## config.mk

```make
export PLATFORM = sky130hd
export DESIGN_NAME = mtv_exc_unit
export DESIGN_NICKNAME = d
export VERILOG_FILES = /design/src/logic/mtv_pkg.sv /design/src/logic/mtv_vec_fetch.sv /design/src/logic/mtv_exc_unit.sv
export SDC_FILE = /design/constraint.sdc
export NUM_CORES = 1
export LEC_CHECK = 0
export BUFFER_PORTS_ARGS = -buffer_cell sky130_fd_sc_hd__buf_2
export CORE_AREA = 10 10 176 178
export CTS_BUF_LIST = sky130_fd_sc_hd__clkbuf_4
export DETAILED_ROUTE_END_ITERATION = 7
export DIE_AREA = 0 0 186 188
export GPL_TIMING_DRIVEN = 0
export MAX_ROUTING_LAYER = met4
export PLACE_DENSITY = 0.74
export SLEW_MARGIN = 10
export SYNTH_ARGS = -nofsm -noshare
export SYNTH_HDL_FRONTEND = slang
export SYNTH_HIERARCHICAL = 1
export SYNTH_SLANG_ARGS = --single-unit
```

## constraint.sdc

```tcl
create_clock -name clk_sys -period 4.5 [get_ports clk_sys]
set_clock_uncertainty 0.05 [all_clocks]
set_input_delay 0.9 -clock clk_sys [delete_from_list [all_inputs] [get_ports clk_sys]]
set_output_delay 0.9 -clock clk_sys [all_outputs]
set_load 0.005 [all_outputs]
```

## src/logic/mtv_pkg.sv

```systemverilog
// Shared constants, types and helpers of the multi-transfer and vector-table unit
`default_nettype none
package mtv_pkg;

  // ****************************************************************
  // Execution state word layout
  // ****************************************************************
  localparam int ESW_T_BIT   = 24;
  localparam int CF_HI_MSB   = 26;
  localparam int CF_HI_LSB   = 25;
  localparam int CF_MID_MSB  = 15;
  localparam int CF_MID_LSB  = 12;
  localparam int CF_LO_MSB   = 11;
  localparam int CF_LO_LSB   = 10;
  localparam logic [31:0] ESW_RST = 32'h0000_0000;
  localparam logic [1:0]  CF_PAD  = 2'h0;
  localparam logic [3:0]  REG_NONE = 4'h0;
  localparam logic [3:0]  PC_REG   = 4'hF;

  // ****************************************************************
  // Register map (byte offsets on APB)
  // ****************************************************************
  localparam logic [11:0] REG_TBL_S  = 12'h000;
  localparam logic [11:0] REG_TBL_NS = 12'h004;
  localparam logic [11:0] REG_STAT   = 12'h008;
  localparam logic [11:0] REG_ESW    = 12'h00C;
  localparam logic [31:0] TBL_MASK   = 32'hFFFF_FF80;
  localparam logic [31:0] TBL_RST    = 32'h0000_0000;
  localparam int          STAT_INV   = 0;
  localparam int          STAT_RES   = 1;

  // ****************************************************************
  // Vector fetch
  // ****************************************************************
  localparam int             VEC_NUM_W = 9;
  localparam int             VEC_SH    = 2;
  localparam logic [8:0]     MSP_VEC   = 9'h000;

  // Multi-transfer kind: bit0 descending, bit1 store, bit2 floating point
  typedef enum logic [2:0] {
    MT_LD_ASC     = 3'b000,
    MT_LD_DESC    = 3'b001,
    MT_ST_ASC     = 3'b010,
    MT_ST_DESC    = 3'b011,
    MT_FP_LD_ASC  = 3'b100,
    MT_FP_LD_DESC = 3'b101,
    MT_FP_ST_ASC  = 3'b110,
    MT_FP_ST_DESC = 3'b111
  } mtv_kind_t;
  localparam int KIND_DESC = 0;
  localparam int KIND_ST   = 1;
  localparam int KIND_FP   = 2;

  typedef enum logic {
    FT_IDLE = 1'b0,
    FT_WAIT = 1'b1
  } mtv_ft_state_t;

  function automatic logic [7:0] cf_get(input logic [31:0] w);
    cf_get = {w[CF_HI_MSB:CF_HI_LSB], w[CF_MID_MSB:CF_MID_LSB], w[CF_LO_MSB:CF_LO_LSB]};
  endfunction : cf_get

endpackage : mtv_pkg
`default_nettype wire

```

## src/logic/mtv_vec_fetch.sv

```systemverilog
// Vector table entry fetch: table select, address generation, word read
`timescale 1ns/1ns
`default_nettype none
module mtv_vec_fetch #(
  parameter bit HAS_SEC = 1'b1
) (
  input  wire logic                          clk_sys,
  input  wire logic                          rst,
  input  wire logic                          vec_req,
  input  wire logic [mtv_pkg::VEC_NUM_W-1:0] vec_num,
  input  wire logic                          vec_secure,
  input  wire logic [31:0]                   base_s,
  input  wire logic [31:0]                   base_ns,
  output logic                               vec_busy,
  output logic                               mem_req,
  output logic [31:0]                        mem_addr,
  input  wire logic                          mem_ack,
  input  wire logic [31:0]                   mem_rdata,
  output logic                               vec_done,
  output logic [31:0]                        vec_data,
  output logic                               vec_bad
);

  mtv_pkg::mtv_ft_state_t      st_r;
  logic [mtv_pkg::VEC_NUM_W-1:0] num_r;
  logic [31:0]                 base_sel;

  // Without the security extension only the single table register exists
  assign base_sel = (HAS_SEC && !vec_secure) ? base_ns : base_s;
  assign vec_busy = (st_r == mtv_pkg::FT_WAIT);

  // ****************************************************************
  // Request sequencing
  // ****************************************************************
  always_ff @(posedge clk_sys) begin
    if (rst) begin
      st_r     <= mtv_pkg::FT_IDLE;
      mem_req  <= 1'b0;
      mem_addr <= 32'h0000_0000;
      num_r    <= '0;
    end else begin
      unique case (st_r)
        mtv_pkg::FT_IDLE: begin
          if (vec_req) begin
            st_r     <= mtv_pkg::FT_WAIT;
            mem_req  <= 1'b1;
            num_r    <= vec_num;
            mem_addr <= base_sel + {21'h00_0000, vec_num, 2'h0};
          end
        end
        mtv_pkg::FT_WAIT: begin
          if (mem_ack) begin
            st_r    <= mtv_pkg::FT_IDLE;
            mem_req <= 1'b0;
          end
        end
      endcase
    end
  end

  // ****************************************************************
  // Result capture
  // ****************************************************************
  always_ff @(posedge clk_sys) begin
    if (rst) begin
      vec_done <= 1'b0;
      vec_data <= 32'h0000_0000;
      vec_bad  <= 1'b0;
    end else begin
      vec_done <= vec_busy && mem_ack;
      if (vec_busy && mem_ack) begin
        vec_data <= mem_rdata;
        vec_bad  <= (num_r != mtv_pkg::MSP_VEC) && !mem_rdata[0];
      end
    end
  end
endmodule : mtv_vec_fetch
`default_nettype wire

```

## src/logic/mtv_exc_unit.sv

```systemverilog
// Multi-transfer interruption handling, execution state word and vector tables
//
// Design decisions made here: the register addresses and register access over APB.
`timescale 1ns/1ns
`default_nettype none
// Notes on behaviour
// - Resume exists only with main extension
// - Restart from beginning always possible
// - Only listed multi-transfer forms may resume
// - Continuation field split, pads zero, middle register
// - Integer resume names next register to transfer
// - Floating resume names lowest unfinished doubleword
// - Non-zero field on other instruction faults
// - Resumed load leaves unfinished list registers unknown
// - Already loaded program counter restored before entry
// - No main extension: restart, base restored
// - Async outside conditional block uses resume
// - Stack base: descending final, ascending initial
// - Other base: final value written on resume
// - Otherwise restart, restore base, zero field unless in conditional block
// - Load including base restores base, restarts once base already loaded
// - Secure and non-secure tables, both configurable
// - Single table base writable or reads zero
// - Word zero stack pointer, word N handler
// - Handler entry bit zero clear faults
// - Entry bit zero copied to instruction-set flag
module mtv_exc_unit #(
  parameter bit HAS_MAIN = 1'b1,
  parameter bit HAS_SEC  = 1'b1,
  parameter bit HAS_FP   = 1'b1,
  parameter bit TBL_CFG  = 1'b1
) (
  input  wire logic                          clk_sys,
  input  wire logic                          rst,
  // APB slave
  input  wire logic                          psel,
  input  wire logic                          penable,
  input  wire logic                          pwrite,
  input  wire logic [11:0]                   paddr,
  input  wire logic [31:0]                   pwdata,
  output logic [31:0]                        prdata,
  output logic                               pready,
  output logic                               pslverr,
  // Exception taken during a multi-transfer
  input  wire logic                          exc_take,
  input  wire logic                          exc_async,
  input  wire logic                          in_cond_block,
  input  wire mtv_pkg::mtv_kind_t            mt_kind,
  input  wire logic                          mt_base_is_sp,
  input  wire logic [31:0]                   base_orig,
  input  wire logic [31:0]                   base_final,
  input  wire logic [3:0]                    next_reg,
  input  wire logic [3:0]                    fp_next_dreg,
  input  wire logic [15:0]                   list_mask,
  input  wire logic                          list_has_base,
  input  wire logic                          base_loaded,
  input  wire logic                          pc_loaded,
  input  wire logic [31:0]                   pc_orig,
  output logic                               dec_valid,
  output logic                               dec_resume,
  output logic [31:0]                        base_out,
  output logic                               pc_restore,
  output logic [31:0]                        pc_out,
  output logic [15:0]                        unk_mask,
  // Execution state word restore and instruction issue
  input  wire logic                          esw_load,
  input  wire logic [31:0]                   esw_in,
  output logic [31:0]                        execution_state_word,
  input  wire logic                          instr_valid,
  input  wire logic                          instr_is_multi,
  output logic                               misuse_fault,
  output logic                               invalid_state_cause,
  // Vector fetch
  input  wire logic                          ent_req,
  input  wire logic [mtv_pkg::VEC_NUM_W-1:0] ent_num,
  input  wire logic                          ent_secure,
  output logic                               ent_busy,
  output logic                               mem_req,
  output logic [31:0]                        mem_addr,
  input  wire logic                          mem_ack,
  input  wire logic [31:0]                   mem_rdata,
  output logic                               ent_done,
  output logic [31:0]                        ent_value
);

  logic [31:0] esw_r;
  logic [31:0] esw_nxt;
  logic [31:0] tbl_s_r;
  logic [31:0] tbl_ns_r;
  logic        inv_r;
  logic        vdone;
  logic [31:0] vdata;
  logic        vbad;
  logic        msp_fetch_r;
  logic        bad_pend_r;
  logic [7:0]  cf_cur;
  logic        cf_nz;
  logic        is_load;
  logic        is_fp;
  logic        kind_ok;
  logic        base_in_ld;
  logic        res_ok;
  logic [7:0]  cf_new;
  logic [31:0] base_nxt;
  logic        wr_acc;
  logic        rd_set;
  logic        hit;
  logic        hit_ns;

  // ****************************************************************
  // Resume or restart decision
  // ****************************************************************
  assign is_load    = !mt_kind[mtv_pkg::KIND_ST];
  assign is_fp      = mt_kind[mtv_pkg::KIND_FP];
  assign kind_ok    = !is_fp || HAS_FP;
  assign base_in_ld = is_load && list_has_base;
  // A load that has already overwritten its base cannot be resumed safely, so it restarts
  assign res_ok = HAS_MAIN && exc_async && !in_cond_block && kind_ok
                  && !(base_in_ld && base_loaded);
  assign cf_new = {mtv_pkg::CF_PAD, (is_fp ? fp_next_dreg : next_reg), mtv_pkg::CF_PAD};

  always_comb begin
    base_nxt = base_orig;
    if (res_ok && !base_in_ld) begin
      if (mt_base_is_sp) begin
        base_nxt = mt_kind[mtv_pkg::KIND_DESC] ? base_final : base_orig;
      end else begin
        base_nxt = base_final;
      end
    end
  end

  always_ff @(posedge clk_sys) begin
    if (rst) begin
      dec_valid  <= 1'b0;
      dec_resume <= 1'b0;
      base_out   <= 32'h0000_0000;
      pc_restore <= 1'b0;
      pc_out     <= 32'h0000_0000;
    end else begin
      dec_valid <= exc_take;
      if (exc_take) begin
        dec_resume <= res_ok;
        base_out   <= base_nxt;
        pc_restore <= is_load && !is_fp && list_mask[mtv_pkg::PC_REG] && pc_loaded;
        pc_out     <= pc_orig;
      end
    end
  end

  // Registers at or past the resume point, other than PC, are unknown after a resumed integer load
  genvar gi;
  generate
    for (gi = 0; gi < 16; gi++) begin : g_unk
      always_ff @(posedge clk_sys) begin
        if (rst) begin
          unk_mask[gi] <= 1'b0;
        end else if (exc_take) begin
          unk_mask[gi] <= res_ok && is_load && !is_fp && list_mask[gi]
                          && (4'(gi) >= next_reg) && (4'(gi) != mtv_pkg::PC_REG)
                          && !(list_has_base && base_loaded);
        end
      end
    end
  endgenerate

  // ****************************************************************
  // Execution state word
  // ****************************************************************
  assign cf_cur = mtv_pkg::cf_get(esw_r);
  assign cf_nz  = (cf_cur[7:6] == mtv_pkg::CF_PAD) && (cf_cur[1:0] == mtv_pkg::CF_PAD)
                  && (cf_cur[5:2] != mtv_pkg::REG_NONE);

  always_comb begin
    esw_nxt = esw_r;
    if (esw_load) begin
      esw_nxt = esw_in;
    end
    if (exc_take && (res_ok || !in_cond_block)) begin
      // Inside a conditional block these bits carry block state and are left alone
      esw_nxt[mtv_pkg::CF_HI_MSB:mtv_pkg::CF_HI_LSB]   = res_ok ? cf_new[7:6] : mtv_pkg::CF_PAD;
      esw_nxt[mtv_pkg::CF_MID_MSB:mtv_pkg::CF_MID_LSB] = res_ok ? cf_new[5:2] : mtv_pkg::REG_NONE;
      esw_nxt[mtv_pkg::CF_LO_MSB:mtv_pkg::CF_LO_LSB]   = res_ok ? cf_new[1:0] : mtv_pkg::CF_PAD;
    end
    if (vdone && !msp_fetch_r) begin
      esw_nxt[mtv_pkg::ESW_T_BIT] = vdata[0];
    end
  end

  always_ff @(posedge clk_sys) begin
    if (rst) begin
      esw_r <= mtv_pkg::ESW_RST;
    end else begin
      esw_r <= esw_nxt;
    end
  end
  assign execution_state_word = esw_r;

  // ****************************************************************
  // Invalid-state faults
  // ****************************************************************
  always_ff @(posedge clk_sys) begin
    if (rst) begin
      bad_pend_r   <= 1'b0;
      misuse_fault <= 1'b0;
    end else begin
      misuse_fault <= instr_valid && ((!instr_is_multi && cf_nz) || bad_pend_r);
      if (vdone && !msp_fetch_r) begin
        bad_pend_r <= vbad;
      end else if (instr_valid) begin
        bad_pend_r <= 1'b0;
      end
    end
  end
  assign invalid_state_cause = misuse_fault;

  // ****************************************************************
  // Vector fetch
  // ****************************************************************
  always_ff @(posedge clk_sys) begin
    if (rst) begin
      msp_fetch_r <= 1'b0;
    end else if (ent_req && !ent_busy) begin
      msp_fetch_r <= (ent_num == mtv_pkg::MSP_VEC);
    end
  end

  mtv_vec_fetch #(
    .HAS_SEC (HAS_SEC)
  ) u_fetch (
    .clk_sys    (clk_sys),
    .rst        (rst),
    .vec_req    (ent_req),
    .vec_num    (ent_num),
    .vec_secure (ent_secure),
    .base_s     (tbl_s_r),
    .base_ns    (tbl_ns_r),
    .vec_busy   (ent_busy),
    .mem_req    (mem_req),
    .mem_addr   (mem_addr),
    .mem_ack    (mem_ack),
    .mem_rdata  (mem_rdata),
    .vec_done   (vdone),
    .vec_data   (vdata),
    .vec_bad    (vbad)
  );
  assign ent_done  = vdone;
  assign ent_value = vdata;

  // ****************************************************************
  // APB slave
  // ****************************************************************
  assign pready = 1'b1;
  assign wr_acc = psel && penable && pwrite;
  assign rd_set = psel && !penable;
  assign hit_ns = HAS_SEC && (paddr == mtv_pkg::REG_TBL_NS);
  assign hit    = (paddr == mtv_pkg::REG_TBL_S) || hit_ns
                  || (paddr == mtv_pkg::REG_STAT) || (paddr == mtv_pkg::REG_ESW);
  assign pslverr = psel && penable && !hit;

  // Low bits stay zero: tables are at least 128-byte aligned
  always_ff @(posedge clk_sys) begin
    if (rst) begin
      tbl_s_r  <= mtv_pkg::TBL_RST;
      tbl_ns_r <= mtv_pkg::TBL_RST;
    end else if (wr_acc && TBL_CFG) begin
      if (paddr == mtv_pkg::REG_TBL_S) begin
        tbl_s_r <= pwdata & mtv_pkg::TBL_MASK;
      end
      if (hit_ns) begin
        tbl_ns_r <= pwdata & mtv_pkg::TBL_MASK;
      end
    end
  end

  // Set wins over a write-one-to-clear in the same cycle
  always_ff @(posedge clk_sys) begin
    if (rst) begin
      inv_r <= 1'b0;
    end else if (misuse_fault) begin
      inv_r <= 1'b1;
    end else if (wr_acc && paddr == mtv_pkg::REG_STAT && pwdata[mtv_pkg::STAT_INV]) begin
      inv_r <= 1'b0;
    end
  end

  always_ff @(posedge clk_sys) begin
    if (rst) begin
      prdata <= 32'h0000_0000;
    end else if (rd_set) begin
      prdata <= 32'h0000_0000;
      unique case (paddr)
        mtv_pkg::REG_TBL_S:  prdata <= tbl_s_r;
        mtv_pkg::REG_TBL_NS: prdata <= HAS_SEC ? tbl_ns_r : 32'h0000_0000;
        mtv_pkg::REG_STAT: begin
          prdata[mtv_pkg::STAT_INV] <= inv_r;
          prdata[mtv_pkg::STAT_RES] <= dec_resume;
        end
        mtv_pkg::REG_ESW:    prdata <= esw_r;
        default:             prdata <= 32'h0000_0000;
      endcase
    end
  end
endmodule : mtv_exc_unit
`default_nettype wire

```

==> flow_summary.json <==
{
  "path_clk_slew_ns": 0.07,
  "powerDensity_mw_per_mm2": 347,
  "fp.dieArea_mm2": 0.0350,
  "post_cts_buffers": 0,
  "yosysSeqAreaShare": 0.454,
  "synth_top_area_frac": 0.454,
  "synthFlopType": "dfxtp_1",
  "synth_area_per_cell_um2": 8.71,
  "layout-drive-gt1-share": 0.328,
  "critPathArrivalTime_ns": 4.37,
  "synth_top_family_by_area": "simple AND/OR/NAND/NOR gates",
  "dpl.hpwl_um": 42300,
  "cts_root_buffer": "clkbuf_4",
  "clkLatencyLatePin_ns": 0.70,
  "drt_iter0_markers": 958,
  "slew_headroom": 0.450,
  "numCtsBuffers": 76,
  "synth_fa_ha_area_frac": 0.0108,
  "synth_xor_area_frac": 0.0100,
  "reg2reg_from": "tbl_s_r[8]$_SDFFE_PP0P_",
  "finalNetCount": 2225,
  "clockBufferDepth": 3,
  "overflow": 0,
  "cp-end-kind": "flop",
  "yosysMostFrequentCell": "nand2_1",
  "start_kind": "input port",
  "cts_tree": "done",
  "dp_slack_ns": 0.0107,
  "critPathKind": "in -> reg",
  "whs_ns": 0.380,
  "num_vias": 13038,
  "slew_viol_final": 0,
  "synth_area_leaders": "dfxtp_1 45%, nand2_1 9.1%, mux2i_1 9.1%, nor2_1 4.6%, a21oi_1 4.5%",
  "status": "finished, final reports clean",
  "maxCapViolCount": 0,
  "rows": 61,
  "grt_pass1_wl_um": 77000,
  "min_period_ns": 3.84,
  "required_ns": 5.03,
  "gp_congestion": 0.977,
  "core-area_mm2": 0.0275,
  "cts_sinks": 277,
  "drcViolationCount": 0,
  "tightest_slew_ns": 0.826,
  "drt-total-wl_um": 53000,
  "critPathLaunch": "ent_secure",
  "nFillCells": 2567,
  "async_flop_share": 0,
  "fmax_mhz": 260,
  "final-seq-area_mm2": 0.00555,
  "cp_max_fo": 10,
  "ios": 476,
  "die_width_um": 186,
  "antenna_found_initial": 9,
  "leakage_nw": 7.24,
  "rsz0062_at_grt": "no",
  "stdcell_area_mm2": 0.0160,
  "yosysTopAreaCell": "dfxtp_1",
  "yosys-top-cells-count": "298 x nand2_1, 277 x dfxtp_1, 151 x nor2_1",
  "multi_input_area_mm2": 0.00625,
  "cts_hold_buf": 0,
  "grt_pass1_vias": 12752,
  "ant_nets": 0,
  "min_path_type": "in -> reg",
  "total_power_mw": 5.56,
  "setup_slack_ns": 0.660,
  "viasPerCell": 5.49,
  "ys_warn_count": 6,
  "fp.dieH_um": 188,
  "synth_edf_count": 0,
  "grtUsageTotal": 0.294,
  "synth-compound-area-share": 0.172,
  "start_util": 0.445,
  "cts_resized": 0,
  "drtPass1Iterations": 5,
  "io_buffer_count": 462,
  "yosys.area_share.simple": 0.211,
  "htreeDepth": 3,
  "synthCells": 1403,
  "muxShareOfSynthArea": 0.102,
  "placed_area_mm2": 0.0150,
  "grt_max_degree": 13,
  "period_share": 0.853,
  "areaGrowthSynthToFinish_pct": 31.2,
  "hold_viol": 0,
  "synth.distinct_cells": 79,
  "synth_seq_cells": 277,
  "tns_ns": 0,
  "irDropWorstVdd_mv": 0.205,
  "setup-violations-final": 0,
  "hold_start": "mem_rdata[21]",
  "syn-cell-area_mm2": 0.0122,
  "avgRoutedWirePerCell_um": 22.3
}
through the flow:
step / cells / util
after floorplan: 1417 / -
after global placement: 2225 / 0.547
after detailed placement: 2225 / 0.547
after CTS: 2365 / 0.583
after global routing: 2373 / 0.584
final: 2373 / 0.584
cell usage in the layout (no fill, tap or decap), types with 11 or more instances in the layout:
cell type,count
clkbuf_4,109
mux2i_1,111
conb_1,16
nand2_1,298
nor2_1,151
mux2_2,12
o21ai_0,11
clkbuf_1,72
a22oi_2,11
a32oi_1,11
a21oi_1,109
o2bb2ai_1,26
clkinv_1,21
nand3_1,21
buf_2,479
a22oi_1,19
nand4_1,15
a311oi_1,37
dfxtp_1,277
worst max-delay path, cell delays in order:
cell,delay (ns)
buf_2,0.14
buf_4,0.19
buf_6,0.16
buf_2,0.26
buf_2,0.34
mux2_2,0.43
ha_1,0.35
and3_1,0.24
a221oi_1,0.31
o21a_1,0.37
nor3_1,0.17
and3_1,0.23
a311o_1,0.26
final cells by class:
class | count | share of cell area
antenna | 8 | 0.00125
buffer | 102 | 0.0285
clock buffer | 109 | 0.0510
clock inverter | 31 | 0.0108
inverter | 7 | 0.00164
multi-input combinational | 1031 | 0.390
sequential | 277 | 0.346
tap | 346 | 0.0270
timing repair buffer | 462 | 0.144
logic make-up after synthesis:
group | after synthesis
xor gates and xnor gates | 14
DFF | 277
AOI/OAI and AO/OA | 292
other | 2
adders and majority gates | 10
muxes | 123
and+or+nand+nor | 576
buffers and inverters | 109
power breakdown:
| group | total [mW] | internal (mW) | switching (mW) |
|---|---|---|---|
| Sequential | 2.60 | 2.54 | 0.0612 |
| Clock | 2.31 | 1.19 | 1.12 |
| Combinational | 0.648 | 0.274 | 0.374 |
| Total | 5.56 | 4.00 | 1.55 |
routing by layer:
metal  global-route usage  up-vias  part of all wire
li1                     -     6103                 -
met1                0.352     6212              0.41
met2                0.465      648              0.47
met3               0.0874       75              0.10
met4               0.0903        0             0.019
met5                    -        -                 0
flip-flops by register name, summed over array words and instances (netlist names), 9 cells and up:
register and cells:
u_fetch/mem_addr 32, tbl_s_r 25, u_fetch/vec_data 32, base_out 32, prdata 32, pc_out 32
u_fetch/num_r 9, unk_mask 15, execution_state_word 32, tbl_ns_r 25
path summary, 6_finish.rpt:
path,to,slack (ns),cells after the start
setup / recovery,u_fetch/mem_addr[16]$_SDFFE_PP0P_,0.66,13
hold / removal,u_fetch/vec_data[21]$_SDFFE_PP0P_,0.38,3
setup reg to reg,u_fetch/mem_addr[16]$_SDFFE_PP0P_,1.75,8
hold reg to reg,u_fetch/mem_addr[21]$_SDFFE_PP0P_,0.40,2
Note: power is estimated with default switching activity, not from simulation.
